--- config.mk ---
export PLATFORM = sky130hd
export DESIGN_NAME = rtd_time_date_regs
export DESIGN_NICKNAME = d
export VERILOG_FILES = /design/src/core/rtd_pkg.sv /design/src/core/rtd_time_date_regs.sv
export SDC_FILE = /design/constraint.sdc
export NUM_CORES = 1
export LEC_CHECK = 0
export BUFFER_PORTS_ARGS = -buffer_cell sky130_fd_sc_hd__clkbuf_2
export CAP_MARGIN = 5
export CORE_UTILIZATION = 55
export DETAILED_ROUTE_END_ITERATION = 10
export GPL_ROUTABILITY_DRIVEN = 0
export PLACE_DENSITY = 0.8
export SLEW_MARGIN = 20
export SYNTH_ARGS = -nofsm -noshare
export SYNTH_HDL_FRONTEND = slang
export SYNTH_SLANG_ARGS = --single-unit
--- constraint.sdc ---
create_clock -name clk -period 2.9 [get_ports clk]
set_input_delay 0 -clock clk [delete_from_list [all_inputs] [get_ports clk]]
set_output_delay 0 -clock clk [all_outputs]
set_load 0.1 [all_outputs]
--- src/core/rtd_pkg.sv ---
// constants, field layouts and carrier types of the time and date register set
package rtd_pkg;
    // register addresses
    localparam logic [7:0] RTD_ADDR_SEC  = 8'h02;
    localparam logic [7:0] RTD_ADDR_MIN  = 8'h03;
    localparam logic [7:0] RTD_ADDR_HOUR = 8'h04;
    localparam logic [7:0] RTD_ADDR_DAY  = 8'h05;
    localparam logic [7:0] RTD_ADDR_WDAY = 8'h06;
    localparam logic [7:0] RTD_ADDR_MON  = 8'h07;
    localparam logic [7:0] RTD_ADDR_YEAR = 8'h08;
    localparam logic [7:0] RTD_RD_NONE   = 8'h00;
    // flag bit position inside its byte
    localparam int         RTD_FLAG_BIT  = 7;
    // bcd limits
    localparam logic [7:0] RTD_SEC_LAST  = 8'h59;
    localparam logic [7:0] RTD_MIN_LAST  = 8'h59;
    localparam logic [7:0] RTD_HOUR_LAST = 8'h23;
    localparam logic [7:0] RTD_MON_LAST  = 8'h12;
    localparam logic [7:0] RTD_YEAR_LAST = 8'h99;
    localparam logic [7:0] RTD_ZERO      = 8'h00;
    localparam logic [7:0] RTD_ONE       = 8'h01;
    localparam logic [3:0] RTD_NINE      = 4'h9;
    localparam logic [3:0] RTD_DIGIT_ONE = 4'h1;
    localparam logic [3:0] RTD_DIGIT_ZERO = 4'h0;
    localparam logic [2:0] RTD_WDAY_LAST = 3'h6;
    localparam logic [2:0] RTD_WDAY_FIRST = 3'h0;
    localparam logic [2:0] RTD_WDAY_STEP = 3'h1;
    // month lengths
    localparam logic [7:0] RTD_FEB       = 8'h02;
    localparam logic [7:0] RTD_APR       = 8'h04;
    localparam logic [7:0] RTD_JUN       = 8'h06;
    localparam logic [7:0] RTD_SEP       = 8'h09;
    localparam logic [7:0] RTD_NOV       = 8'h11;
    localparam logic [7:0] RTD_DAYS_28   = 8'h28;
    localparam logic [7:0] RTD_DAYS_29   = 8'h29;
    localparam logic [7:0] RTD_DAYS_30   = 8'h30;
    localparam logic [7:0] RTD_DAYS_31   = 8'h31;
    localparam logic [1:0] RTD_LEAP_REM  = 2'h0;

    typedef struct packed {
        logic       busy;
        logic       wr;
        logic       rd;
        logic [7:0] addr;
        logic [7:0] wdata;
    } rtd_req_s;

    typedef struct packed {
        logic       flag;
        logic [6:0] sec;
        logic [6:0] min;
        logic [5:0] hour;
        logic [5:0] day;
        logic [2:0] wday;
        logic       cent;
        logic [4:0] mon;
        logic [7:0] year;
    } rtd_time_s;

    localparam rtd_time_s RTD_TIME_RST = '{flag: 1'b1, sec: 7'h00, min: 7'h00,
        hour: 6'h00, day: 6'h01, wday: 3'h0, cent: 1'b0, mon: 5'h01, year: 8'h00};

    typedef enum logic [0:0] {
        RTD_IDLE = 1'b0,
        RTD_PEND = 1'b1
    } rtd_tick_e;
endpackage

--- src/core/rtd_time_date_regs.sv ---
// time and date register set with integrity flag, bcd calendar and frozen access
`timescale 1ns/1ps
module rtd_time_date_regs (
    // clock and reset
    input  wire logic             clk,
    input  wire logic             arst_n,
    // register access from the serial slave
    input  wire rtd_pkg::rtd_req_s req,
    // time base and monitors
    input  wire logic             tick_1hz,
    input  wire logic             supply_low,
    input  wire logic             osc_stopped,
    // answers
    output logic [7:0]            rd_data,
    output rtd_pkg::rtd_time_s    time_out,
    output logic                  tick_pending
);
    import rtd_pkg::*;

    rtd_time_s t_q;
    rtd_time_s t_d;
    rtd_tick_e st_q;
    rtd_tick_e st_d;
    logic [7:0] rd_q;
    logic [7:0] rd_d;
    logic       inc;
    logic [8:0] r_sec;
    logic [8:0] r_min;
    logic [8:0] r_hour;
    logic [8:0] r_day;
    logic [8:0] r_mon;
    logic [8:0] r_year;
    logic [7:0] day_last;

    // bcd step: {wrap, next}
    function automatic logic [8:0] bcd_inc(
        input logic [7:0] v,
        input logic [7:0] last,
        input logic [7:0] first
    );
        logic [8:0] r;
        logic [3:0] hi;
        logic [3:0] lo;
        hi = v[7:4] + RTD_DIGIT_ONE;
        lo = v[3:0] + RTD_DIGIT_ONE;
        if (v == last) begin
            r = {1'b1, first};
        end else if (v[3:0] == RTD_NINE) begin
            r = {1'b0, hi, RTD_DIGIT_ZERO};
        end else begin
            r = {1'b0, v[7:4], lo};
        end
        return r;
    endfunction

    // last day of a bcd month
    function automatic logic [7:0] month_last(
        input logic [7:0] mon,
        input logic [7:0] year
    );
        logic [7:0] d;
        logic [1:0] rem;
        // ten is 2 mod 4, so year mod 4 comes from three bits, year[1:0] and year[4]
        rem = year[1:0] + {year[4], 1'b0};
        if (mon == RTD_FEB) begin
            d = (rem == RTD_LEAP_REM) ? RTD_DAYS_29 : RTD_DAYS_28;
        end else if (mon == RTD_APR || mon == RTD_JUN ||
                     mon == RTD_SEP || mon == RTD_NOV) begin
            d = RTD_DAYS_30;
        end else begin
            d = RTD_DAYS_31;
        end
        return d;
    endfunction

    // carry chain candidates
    assign day_last = month_last({3'h0, t_q.mon}, t_q.year);
    assign r_sec    = bcd_inc({1'b0, t_q.sec}, RTD_SEC_LAST, RTD_ZERO);
    assign r_min    = bcd_inc({1'b0, t_q.min}, RTD_MIN_LAST, RTD_ZERO);
    assign r_hour   = bcd_inc({2'h0, t_q.hour}, RTD_HOUR_LAST, RTD_ZERO);
    assign r_day    = bcd_inc({2'h0, t_q.day}, day_last, RTD_ONE);
    assign r_mon    = bcd_inc({3'h0, t_q.mon}, RTD_MON_LAST, RTD_ONE);
    assign r_year   = bcd_inc(t_q.year, RTD_YEAR_LAST, RTD_ZERO);

    // a tick counts now only outside an access
    assign inc = !req.busy && (tick_1hz || st_q == RTD_PEND);

    // tick queue
    always_comb begin
        st_d = st_q;
        case (st_q)
            RTD_IDLE: begin
                if (tick_1hz && req.busy) begin
                    st_d = RTD_PEND;
                end
            end
            RTD_PEND: begin
                // a second tick during the access is lost
                if (!req.busy && !tick_1hz) begin
                    st_d = RTD_IDLE;
                end
            end
            default: begin
                st_d = RTD_IDLE;
            end
        endcase
    end

    always_ff @(posedge clk or negedge arst_n) begin
        if (!arst_n) begin
            st_q <= RTD_IDLE;
        end else begin
            st_q <= st_d;
        end
    end

    // time and date next value
    always_comb begin
        t_d = t_q;
        if (inc) begin
            t_d.sec = r_sec[6:0];
            if (r_sec[8]) begin
                t_d.min = r_min[6:0];
                if (r_min[8]) begin
                    t_d.hour = r_hour[5:0];
                    if (r_hour[8]) begin
                        t_d.day = r_day[5:0];
                        if (t_q.wday == RTD_WDAY_LAST) begin
                            t_d.wday = RTD_WDAY_FIRST;
                        end else begin
                            t_d.wday = t_q.wday + RTD_WDAY_STEP;
                        end
                        if (r_day[8]) begin
                            t_d.mon = r_mon[4:0];
                            if (r_mon[8]) begin
                                t_d.year = r_year[7:0];
                                if (r_year[8]) begin
                                    t_d.cent = !t_q.cent;
                                end
                            end
                        end
                    end
                end
            end
        end
        if (req.wr) begin
            case (req.addr)
                RTD_ADDR_SEC: begin
                    t_d.flag = req.wdata[RTD_FLAG_BIT];
                    t_d.sec  = req.wdata[6:0];
                end
                RTD_ADDR_MIN: begin
                    t_d.min = req.wdata[6:0];
                end
                RTD_ADDR_HOUR: begin
                    t_d.hour = req.wdata[5:0];
                end
                RTD_ADDR_DAY: begin
                    t_d.day = req.wdata[5:0];
                end
                RTD_ADDR_WDAY: begin
                    t_d.wday = req.wdata[2:0];
                end
                RTD_ADDR_MON: begin
                    t_d.cent = req.wdata[RTD_FLAG_BIT];
                    t_d.mon  = req.wdata[4:0];
                end
                RTD_ADDR_YEAR: begin
                    t_d.year = req.wdata;
                end
                default: begin
                    t_d.flag = t_d.flag;
                end
            endcase
        end
        // set wins over a clearing write
        if (supply_low || osc_stopped) begin
            t_d.flag = 1'b1;
        end
    end

    always_ff @(posedge clk or negedge arst_n) begin
        if (!arst_n) begin
            t_q <= RTD_TIME_RST;
        end else begin
            t_q <= t_d;
        end
    end

    // read path, unused bits zero
    always_comb begin
        rd_d = rd_q;
        if (req.rd) begin
            case (req.addr)
                RTD_ADDR_SEC: begin
                    rd_d = {t_q.flag, t_q.sec};
                end
                RTD_ADDR_MIN: begin
                    rd_d = {1'b0, t_q.min};
                end
                RTD_ADDR_HOUR: begin
                    rd_d = {2'h0, t_q.hour};
                end
                RTD_ADDR_DAY: begin
                    rd_d = {2'h0, t_q.day};
                end
                RTD_ADDR_WDAY: begin
                    rd_d = {5'h00, t_q.wday};
                end
                RTD_ADDR_MON: begin
                    rd_d = {t_q.cent, 2'h0, t_q.mon};
                end
                RTD_ADDR_YEAR: begin
                    rd_d = t_q.year;
                end
                default: begin
                    rd_d = RTD_RD_NONE;
                end
            endcase
        end
    end

    always_ff @(posedge clk or negedge arst_n) begin
        if (!arst_n) begin
            rd_q <= RTD_RD_NONE;
        end else begin
            rd_q <= rd_d;
        end
    end

    assign rd_data      = rd_q;
    assign time_out     = t_q;
    assign tick_pending = (st_q == RTD_PEND);
endmodule
==> flow_results.org, run 1 <==
** Status
- Status :: complete, no violations

** Critical path
- The worst setup path is captured at a flip-flop.
- The kind of cell with the highest combined delay along the critical path is simple AND/OR/NAND/NOR gates.
- Along the worst path, the maximum fanout reaches 17.
- Delay of the slowest cell on the worst path :: 0.54 ns
- Buffers & Inverters on Critical Path :: 1
- Crit-path slowest cell :: or4_1
- CP cell instances :: inv_1 -> ha_1 -> nor4bb_1 -> and4_2 -> o2111ai_1 -> or3_4 -> or4_1 -> a31oi_1
- STA classifies the critical path startpoint as a flip-flop.
- Data required time at the worst endpoint :: 3.12 ns
- Data on the critical path arrives at its endpoint at 2.99 ns.
- Type of the worst setup path :: reg2reg

** Flow run
- Max-cap violations in this run came to 0.

** Finish
- Counting the fill cells in the layout gives 515.
- For this run, the post-layout net count is 555.
- In the final layout, the multi-input gates occupy 2110 sq um.
- Compared with the post-synthesis result, the final layout area differs by 21.33%.
- Share of layout cells above drive strength 1 :: 26.92%
- In the final layout, flip-flops and latches occupy 1344 sq um.
- Antenna cell count :: 0

** Synth
- For this run, the number of Yosys warnings is 0.
- Syn Nets :: 460
- The synthesized design contains 53 register bits.
- Summed over its instances, the top area cell type makes up 34.69% of the synthesized netlist area.
- The average instance in the mapped netlist occupies 8.508 sq um.
- In the synthesized netlist the async set-or-reset flop fraction comes to 100.0%.
- In this run the cell area of the synthesized design comes to 3607 sq um.
- Count of flip-flops with a built-in enable after synthesis :: 0
- The number of different library cells used by synthesis comes to 64.
- Synth Flop Type :: dfrtp_1
- Sequential element share of the synthesized area :: 36.87%
- Cell types with the largest area share after synthesis :: dfrtp_1 35%, o21ai_0 5.4%, nand2_1 5.1%
- After technology mapping, the gate count stands at 424.
- Cell type contributing the most total cell area after synthesis :: dfrtp_1

** Timing
- Sum Neg Setup Slack :: 0 ns
- On the final layout, the worst clock skew is 0.008587 ns.
- Final hold vios :: 0
- Setup violations remaining at the end of the flow were counted as 0.
- Derived from the worst setup path, the maximum achievable clock frequency is 361.5 MHz.
- Counting I/O delays and the setup requirement, the final critical path takes 2.766 ns.
- Setup repair after global routing left no endpoint under its margin.
- The final number of max-transition violations is 0.
- Pin slew with the least headroom to its limit :: 0.6734 ns
- Final worst-path cycle share :: 95.38%
- Setup slack on the critical path of the routed design comes to 0.1341 ns.
- Headroom to the max-slew limit came out at 55.11%.

** Clocking
- Root buffer cell :: clkbuf_8
- Clock Path Buffers :: 2
- Clock slew at reported path FFs :: 0.10 ns
- TritonCTS clock tree :: done
- For the worst-skew pair, the clock arrives at the later sink with an insertion delay of 0.31 ns.
- Number of clock sinks :: 53
- CTS HTree Levels :: 2
- TritonCTS created 5 clock buffers.

** Route
- The detail route stage leaves a number of antenna-violating nets equal to 0.
- DR vias :: 3696
- Dividing the detail-routed via count by the number of cells gives 6.191.
- Routed wire per std cell :: 17.56 um
- The first routing iteration left 352 violations.
- After detailed routing, the number of remaining DRC violations is 0.
- The final layout contains routed wiring with a total length of 10.48 mm.
- Drt pass-1 iters :: 5

** Floorplanning
- The floorplan has 29 rows.
- IO Count :: 77
- Placeable core area :: 6350 sq um
- The die covers 6887 sq um.
- Height of the die :: 82.99 um
- The initial utilization of the core area, before any placement, comes to 56.81%.
- Die X-Extent :: 82.99 um

** Pwr
- Power per standard cell area :: 600.4 nW/um^2
- Pleak :: 1.886 nW
- The worst-case IR drop observed on VDD is 0.0008271 V.

** GRT
- Number of antenna violations at the first check in global routing :: 0
- The first global-routing pass estimated 17.11 mm of wire.
- Summed over all layers, the global routing overflow is 0.
- Number of global-route vias before repair :: 3439
- Overall fraction of global-route tracks in use :: 30.84%
- Entering global routing, the biggest net connects 54 pins.

** Place
- Post-DP HPWL :: 7.778 mm
- Pre-CTS setup slack :: 0.02815 ns
- Port-buffer cells :: 76

** Min path
- The path class of the tightest hold or removal check is in2reg.
placed cells by master, fill, tap and decap left out, types with 3 or more instances in the layout:
cell           netlist  routed
dfstp_2              3       3
dfrtp_2              0      11
nand2b_1            11      11
a221oi_1             5       5
clkinvlp_4           0       3
nand2_1             49      49
dfrtp_1             50      39
nor3_1               6       6
o21ai_0             39      39
clkbuf_8             0       5
mux2i_1              6       6
clkbuf_2             0      76
nor2_1              37      37
nor4_1               5       4
o22ai_1              9       9
a21oi_1             15      15
a21boi_0             5       5
inv_1               23      23
o31ai_1              3       3
nor2b_1              5       5
xnor2_1              7       7
nor3b_1              7       7
nand3_1             15      15
a222oi_1             6       6
mux2_2               5       5
buf_4                0      22
mux4_2               3       3
ha_1                12      12
xor2_1               7       7
or4_1                6       6
and3_1               3       3
or3_1                6       5
dlygate4sd3_1        0      10
o31a_1               3       3
nand4_1              3       3
a22o_1               3       3
and2_1               3       3
a31oi_1             10      10
metrics by stage:
stage | hold WS (ns) | cells | power (W) | area [sq um] | util (%)
6_report | 0.01862 | 597 | 0.002628 | 4377 | 68.93
5_1_grt | 0.02764 | 597 | 0.002730 | 4377 | 68.93
4_1_cts | 0.003426 | 597 | 0.002631 | 4375 | 68.91
3_5_place_dp | 0.1656 | 579 | 0.002192 | 4179 | 65.81
3_3_place_gp | 0.1675 | 579 | 0.002163 | 4179 | 65.81
2_1_floorplan | -0.2956 | 424 | 0.001897 | 3621 | -
worst reg2reg max path, cell delays in order (launching register included):
cell,delay [ns]
dfrtp_2,0.42
inv_1,0.09
ha_1,0.16
nor4bb_1,0.27
and4_2,0.33
o2111ai_1,0.18
or3_4,0.46
or4_1,0.54
a31oi_1,0.21
area by class of cell:
cell class              count  area share, %
flip-flops and latches     53          30.70
well taps                  77          2.201
clock buffers               5          1.572
multi-input cells         327          48.20
repair buffers            108          14.75
clock inverters             3         0.5146
inverters                  24          2.058
flip-flops by register name, indices dropped and copies added (netlist names):
| register | flops |
|---|---|
| time_out | 44 |
| rd_data | 8 |
| tick_pending | 1 |
path summary, 6_finish.rpt:
| path | from | end | slack (ns) | cells past startpoint |
|---|---|---|---|---|
| worst min-delay path | req[16] | rd_data[1] | 0.02 | 2 |
| min in group asynchronous | arst_n | tick_pending | 0.34 | 3 |
| worst max register to register | time_out[27] | time_out[3] | 0.13 | 8 |
| worst max-delay path | time_out[27] | time_out[3] | 0.13 | 8 |
| max in group asynchronous | arst_n | time_out[28] | 2.07 | 3 |
| worst min register to register | rd_data[1] | rd_data[1] | 0.54 | 2 |
synth_stat cells (9+ instances only):
cell and count:
ha_1 12, o21ai_0 39, nor2_1 37, inv_1 23, a21oi_1 15, a31oi_1 10
nand2_1 49, o22ai_1 9, dfrtp_1 50, clkbuf_1 12, nand2b_1 11, nand3_1 15
power breakdown:
part	total, W	switching (W)	internal [W]
Sequential	0.000980	0.000145	0.000834
Clock	0.000429	0.000259	0.000170
Combinational	0.00122	0.000956	0.000263
Total	0.00263	0.00136	0.00127
what timing repair did:
item,in CTS,in global routing
hold buffers,10,0
setup buffers,0,0
pin swaps,0,0
setup endpoints to repair,1,1
hold endpoints to repair,56,0
gates resized for setup,1,1
cell families (layout without fill, tap and decap cells):
group / count (synthesis) / after routing / synth area share (%)
simple gates: 174 / 174 / 25.29
compound gates: 113 / 113 / 20.19
flops: 53 / 53 / 36.87
buf+inv: 44 / 140 / 4.994
xor+xnor: 14 / 14 / 3.399
mux: 14 / 14 / 5.099
fa+ha+maj: 12 / 12 / 4.162
layer usage:
metal / vias to the layer above / part of all wire (%) / GRT usage [%]
li1: 1740 / - / -
met1: 1748 / 41 / 40.06
met2: 180 / 49 / 51.42
met3: 28 / 7.0 / 5.467
met4: 0 / 3.0 / 11.60
met5: - / 0 / 0
(Power assumes the default switching activity.)
==> run 2: changes to the inputs <==
- BUFFER_PORTS_ARGS: -buffer_cell sky130_fd_sc_hd__clkbuf_2 -> default
- CORE_UTILIZATION: 55 -> 64
- DONT_BUFFER_PORTS: default -> 1
==> run 2 against run 1 <==
  * Fmax shrank 2.1%
  * Combinational power rose by 7%
  * Sequential power down 3.3%
  * Utilization up 15 points
  * Non-clock buffer count is 28 lower
  * Critical path depth grew 1
  * Flip-flop and latch count stayed put
  * Final area rose by 1.0%
  * Power increased by 6.5%
  * Routed wire length grew 10%
==> flow_results.org, run 2 (same netlist as run 1, synthesis figures left out) <==
** Place
- The setup slack after placement came to 0.1050 ns (+0.07683 ns).
- The number of buffers inserted by port buffering was 0 (-100%).
- The total half-perimeter wirelength after legalization and detailed placement came to 8.148 mm (+4.8%).

** Critical path
- Logic depth of the worst setup path including buffers :: 9 (+1)
- The data required time at the worst endpoint is 3.14 ns (+0.02 ns).
- The worst endpoint data arrival time was 3.07 ns (+0.08 ns).
- The signal on the critical path passes through inv_1 -> ha_1 -> nor4bb_4 -> and4_1 -> o2111ai_1 -> or3_1 -> buf_4 -> or4_1 -> a31oi_1.
- The path depth of the worst reg2reg path was 9 (+1).
- The number of buffer and inverter stages on the critical path came to 2 (+1).
- Launching element type of the critical path :: flip-flop
- Maximum fanout count along the critical path :: 19 (+2)
- Crit path capture type :: flip-flop
- Among all stages on the critical path, the largest delay is contributed by or4_1.
- Delay of the slowest cell on the worst path :: 0.52 ns (-0.02 ns)
- Kind of cell adding the most delay to the critical path :: simple AND/OR/NAND/NOR gates
- The critical path in this run is classified as reg2reg.

** Pwr
- The power density relative to cell area is 632.9 nW/um^2 (+5.4%).
- The leakage power of the design was 1.825 nW (-3.2%).
- The maximum VDD drop was 0.0006866 V (-17%).

** GRT
- Maximum number of pins on one net before global-route repair :: 54 (unchanged)
- Number of antenna violations at the first check in global routing :: 1 (+1)
- The wire length of the first global-routing pass is 17.88 mm (+4.5%).
- Remaining global-route overflow :: 0 (unchanged)
- The via count of the first global-routing pass is 3653 (+6.2%).
- Overall fraction of global-route tracks in use :: 39.44% (+8.6 points)

** Route
- Routed wire per std cell :: 20.53 um (+17%)
- DRT iter0 DRCs :: 435 (+24%)
- Uppermost metal layer occupied by signal nets :: met4
- The via count was 3744 (+1.3%).
- Wire length after detailed routing :: 11.56 mm (+10%)
- Met2 routed wirelength :: 5.561 mm (+8.9%)
- Post-route ant nets :: 0 (unchanged)
- The length of routed wiring on met1 was 4.181 mm (-3.4%).
- The met3 layer wire length in the routed design came to 1.331 mm (+80%).
- The remaining routing DRC violations was 0 (unchanged).
- The detail-routed via count per cell was 6.650 (+7.4%).
- The count of TritonRoute iterations in the first routing pass was 8 (+3).

** Timing
- The final hold violation count is 0 (unchanged).
- The final worst setup slack was 0.07589 ns (-0.05819 ns).
- Pin slew with the least headroom to its limit :: 0.9020 ns (+0.2286 ns)
- Setup repair after global routing left no endpoint under its margin.
- The shortest clock period the worst path allows after layout was 2.824 ns (+0.05819 ns).
- The post-route fraction of the period consumed by the critical path is 97.38% (+2.0 points).
- The clock skew is 0.01465 ns (+0.006060 ns).
- Setup violation total in the final timing report :: 0 (unchanged)
- Highest attainable clock frequency :: 354.1 MHz (-2.1%)
- The worst hold-check slack is 0.002701 ns (-0.01591 ns).
- Slew HR :: 39.87% (-15 points)
- The final total negative setup slack is 0 ns (unchanged).
- Count of final max-slew check failures :: 0 (unchanged)

** Finish
- The flip-flop count of the largest register after layout came to 44 (unchanged).
- Number of fill cells :: 320 (-38%)
- The ratio of cells with drive above 1 in the final layout was 21.75% (-5.2 points).
- Utilization of the core after routing :: 83.90% (+15 points)
- Area added between synthesis and finish :: 22.58%
- Most common cell after layout, fill and taps aside :: buf_4
- Leading cell types in the layout, fill and taps excluded :: 64 x buf_4, 49 x nand2_1, 39 x o21ai_0, 38 x dfrtp_1, 37 x nor2_1
- Post-layout net count :: 527 (-5.0%)

** Floorplanning
- Die X-Extent :: 77.08 um (-7.1%)
- The total die area was 5941 sq um (-14%).
- Placeable core area :: 5270 sq um (-17%)
- Cell Rows :: 26 (-10%)
- Effective utilization at floorplan :: 68.45% (+12 points)
- IO Count :: 77 (unchanged)
- Height of the die :: 77.08 um (-7.1%)

** Clocking
- Clock slew at reported path FFs :: 0.10 ns (about the same)
- Clock Path Buffers :: 2 (unchanged)
- Number of CTS-inserted buffers :: 5 (unchanged)
- The number of H-tree branching levels came to 2 (unchanged).
- The number of buffers added for setup after CTS came to 0 (unchanged).
- In this run the clock root is driven by a clkbuf_8.
- Worst-Skew Late Latency :: 0.32 ns (about the same)
- The number of sinks on the clock net is 53 (unchanged).
- TritonCTS clock tree :: done

** Min path
- The count of cells along the worst hold path is 4 (+2).
- Tightest Hold Check Type :: in2reg

** Flow run
- Maximum Capacitance Violations :: 0 (unchanged)

** Status
- The flow ran to the end, and the final reports show no timing, DRC or antenna violations.
## run 2: cell count changes in the layout (fill, tap and decap cells not counted), moves of 2 or more
cell,before,now
buf_4,22,64
clkbuf_2,76,0
clkinvlp_4,3,1
dlygate4sd3_1,10,15
## run 2: worst register-to-register path, cell delays in order (launching register included)
cell and delay, ns:
dfrtp_2 0.41, inv_1 0.09, ha_1 0.20, nor4bb_4 0.32
and4_1 0.26, o2111ai_1 0.19, or3_1 0.37, buf_4 0.20
or4_1 0.52, a31oi_1 0.20
## run 2: layout make-up
type / instances / area (sq um) / share of cell area [%]
multi-input combinational: 327 / 2118 / 47.91
sequential: 53 / 1345 / 30.42
timing repair buffer: 80 / 658.1 / 14.88
inverter: 24 / 90.09 / 2.037
tap: 70 / 87.58 / 1.981
clock buffer: 6 / 82.58 / 1.868
clock inverter: 2 / 37.54 / 0.8489
antenna: 1 / 2.502 / 0.05659
## run 2: power breakdown
part           leakage, nW  total (W)  switching, W  internal (W)
Combinational         1.09    0.00131       0.00102      0.000293
Sequential           0.680   0.000948      0.000114      0.000834
Clock               0.0574   0.000540      0.000259      0.000281
Total                 1.83    0.00280       0.00139       0.00141
## run 2: per-layer routing
layer / GRT usage (%) / vias to the layer above
li1: - / 1686
met1: 47.56 / 1722
met2: 66.16 / 284
met3: 9.405 / 52
met4: 19.06 / 0
met5: 0 / -
## run 2: worst paths after layout
| kind | from | to | slack, ns |
|---|---|---|---|
| min in group asynchronous | arst_n | tick_pending | 0.18 |
| max in group asynchronous | arst_n | time_out[43] | 2.42 |
| hold / removal | req[9] | rd_data[7] | 0.003 |
| hold reg to reg | time_out[7] | time_out[7] | 0.60 |
| setup reg to reg | time_out[27] | time_out[0] | 0.08 |
| setup / recovery | time_out[27] | time_out[0] | 0.08 |
## run 2: metrics by stage
stage | instance area, sq um | power [W] | cells
2_1_floorplan | 3621 | 0.001897 | 424
3_3_place_gp | 4105 | 0.002147 | 538
3_5_place_dp | 4105 | 0.002176 | 538
4_1_cts | 4403 | 0.002744 | 562
5_1_grt | 4422 | 0.002867 | 563
6_report | 4422 | 0.002799 | 563
## run 2: what timing repair did
action	4_1_cts	5_1_grt
resized for setup	0	3
hold endpoints to repair	106	0
endpoints found under the setup margin	0	6
hold buffers	16	0
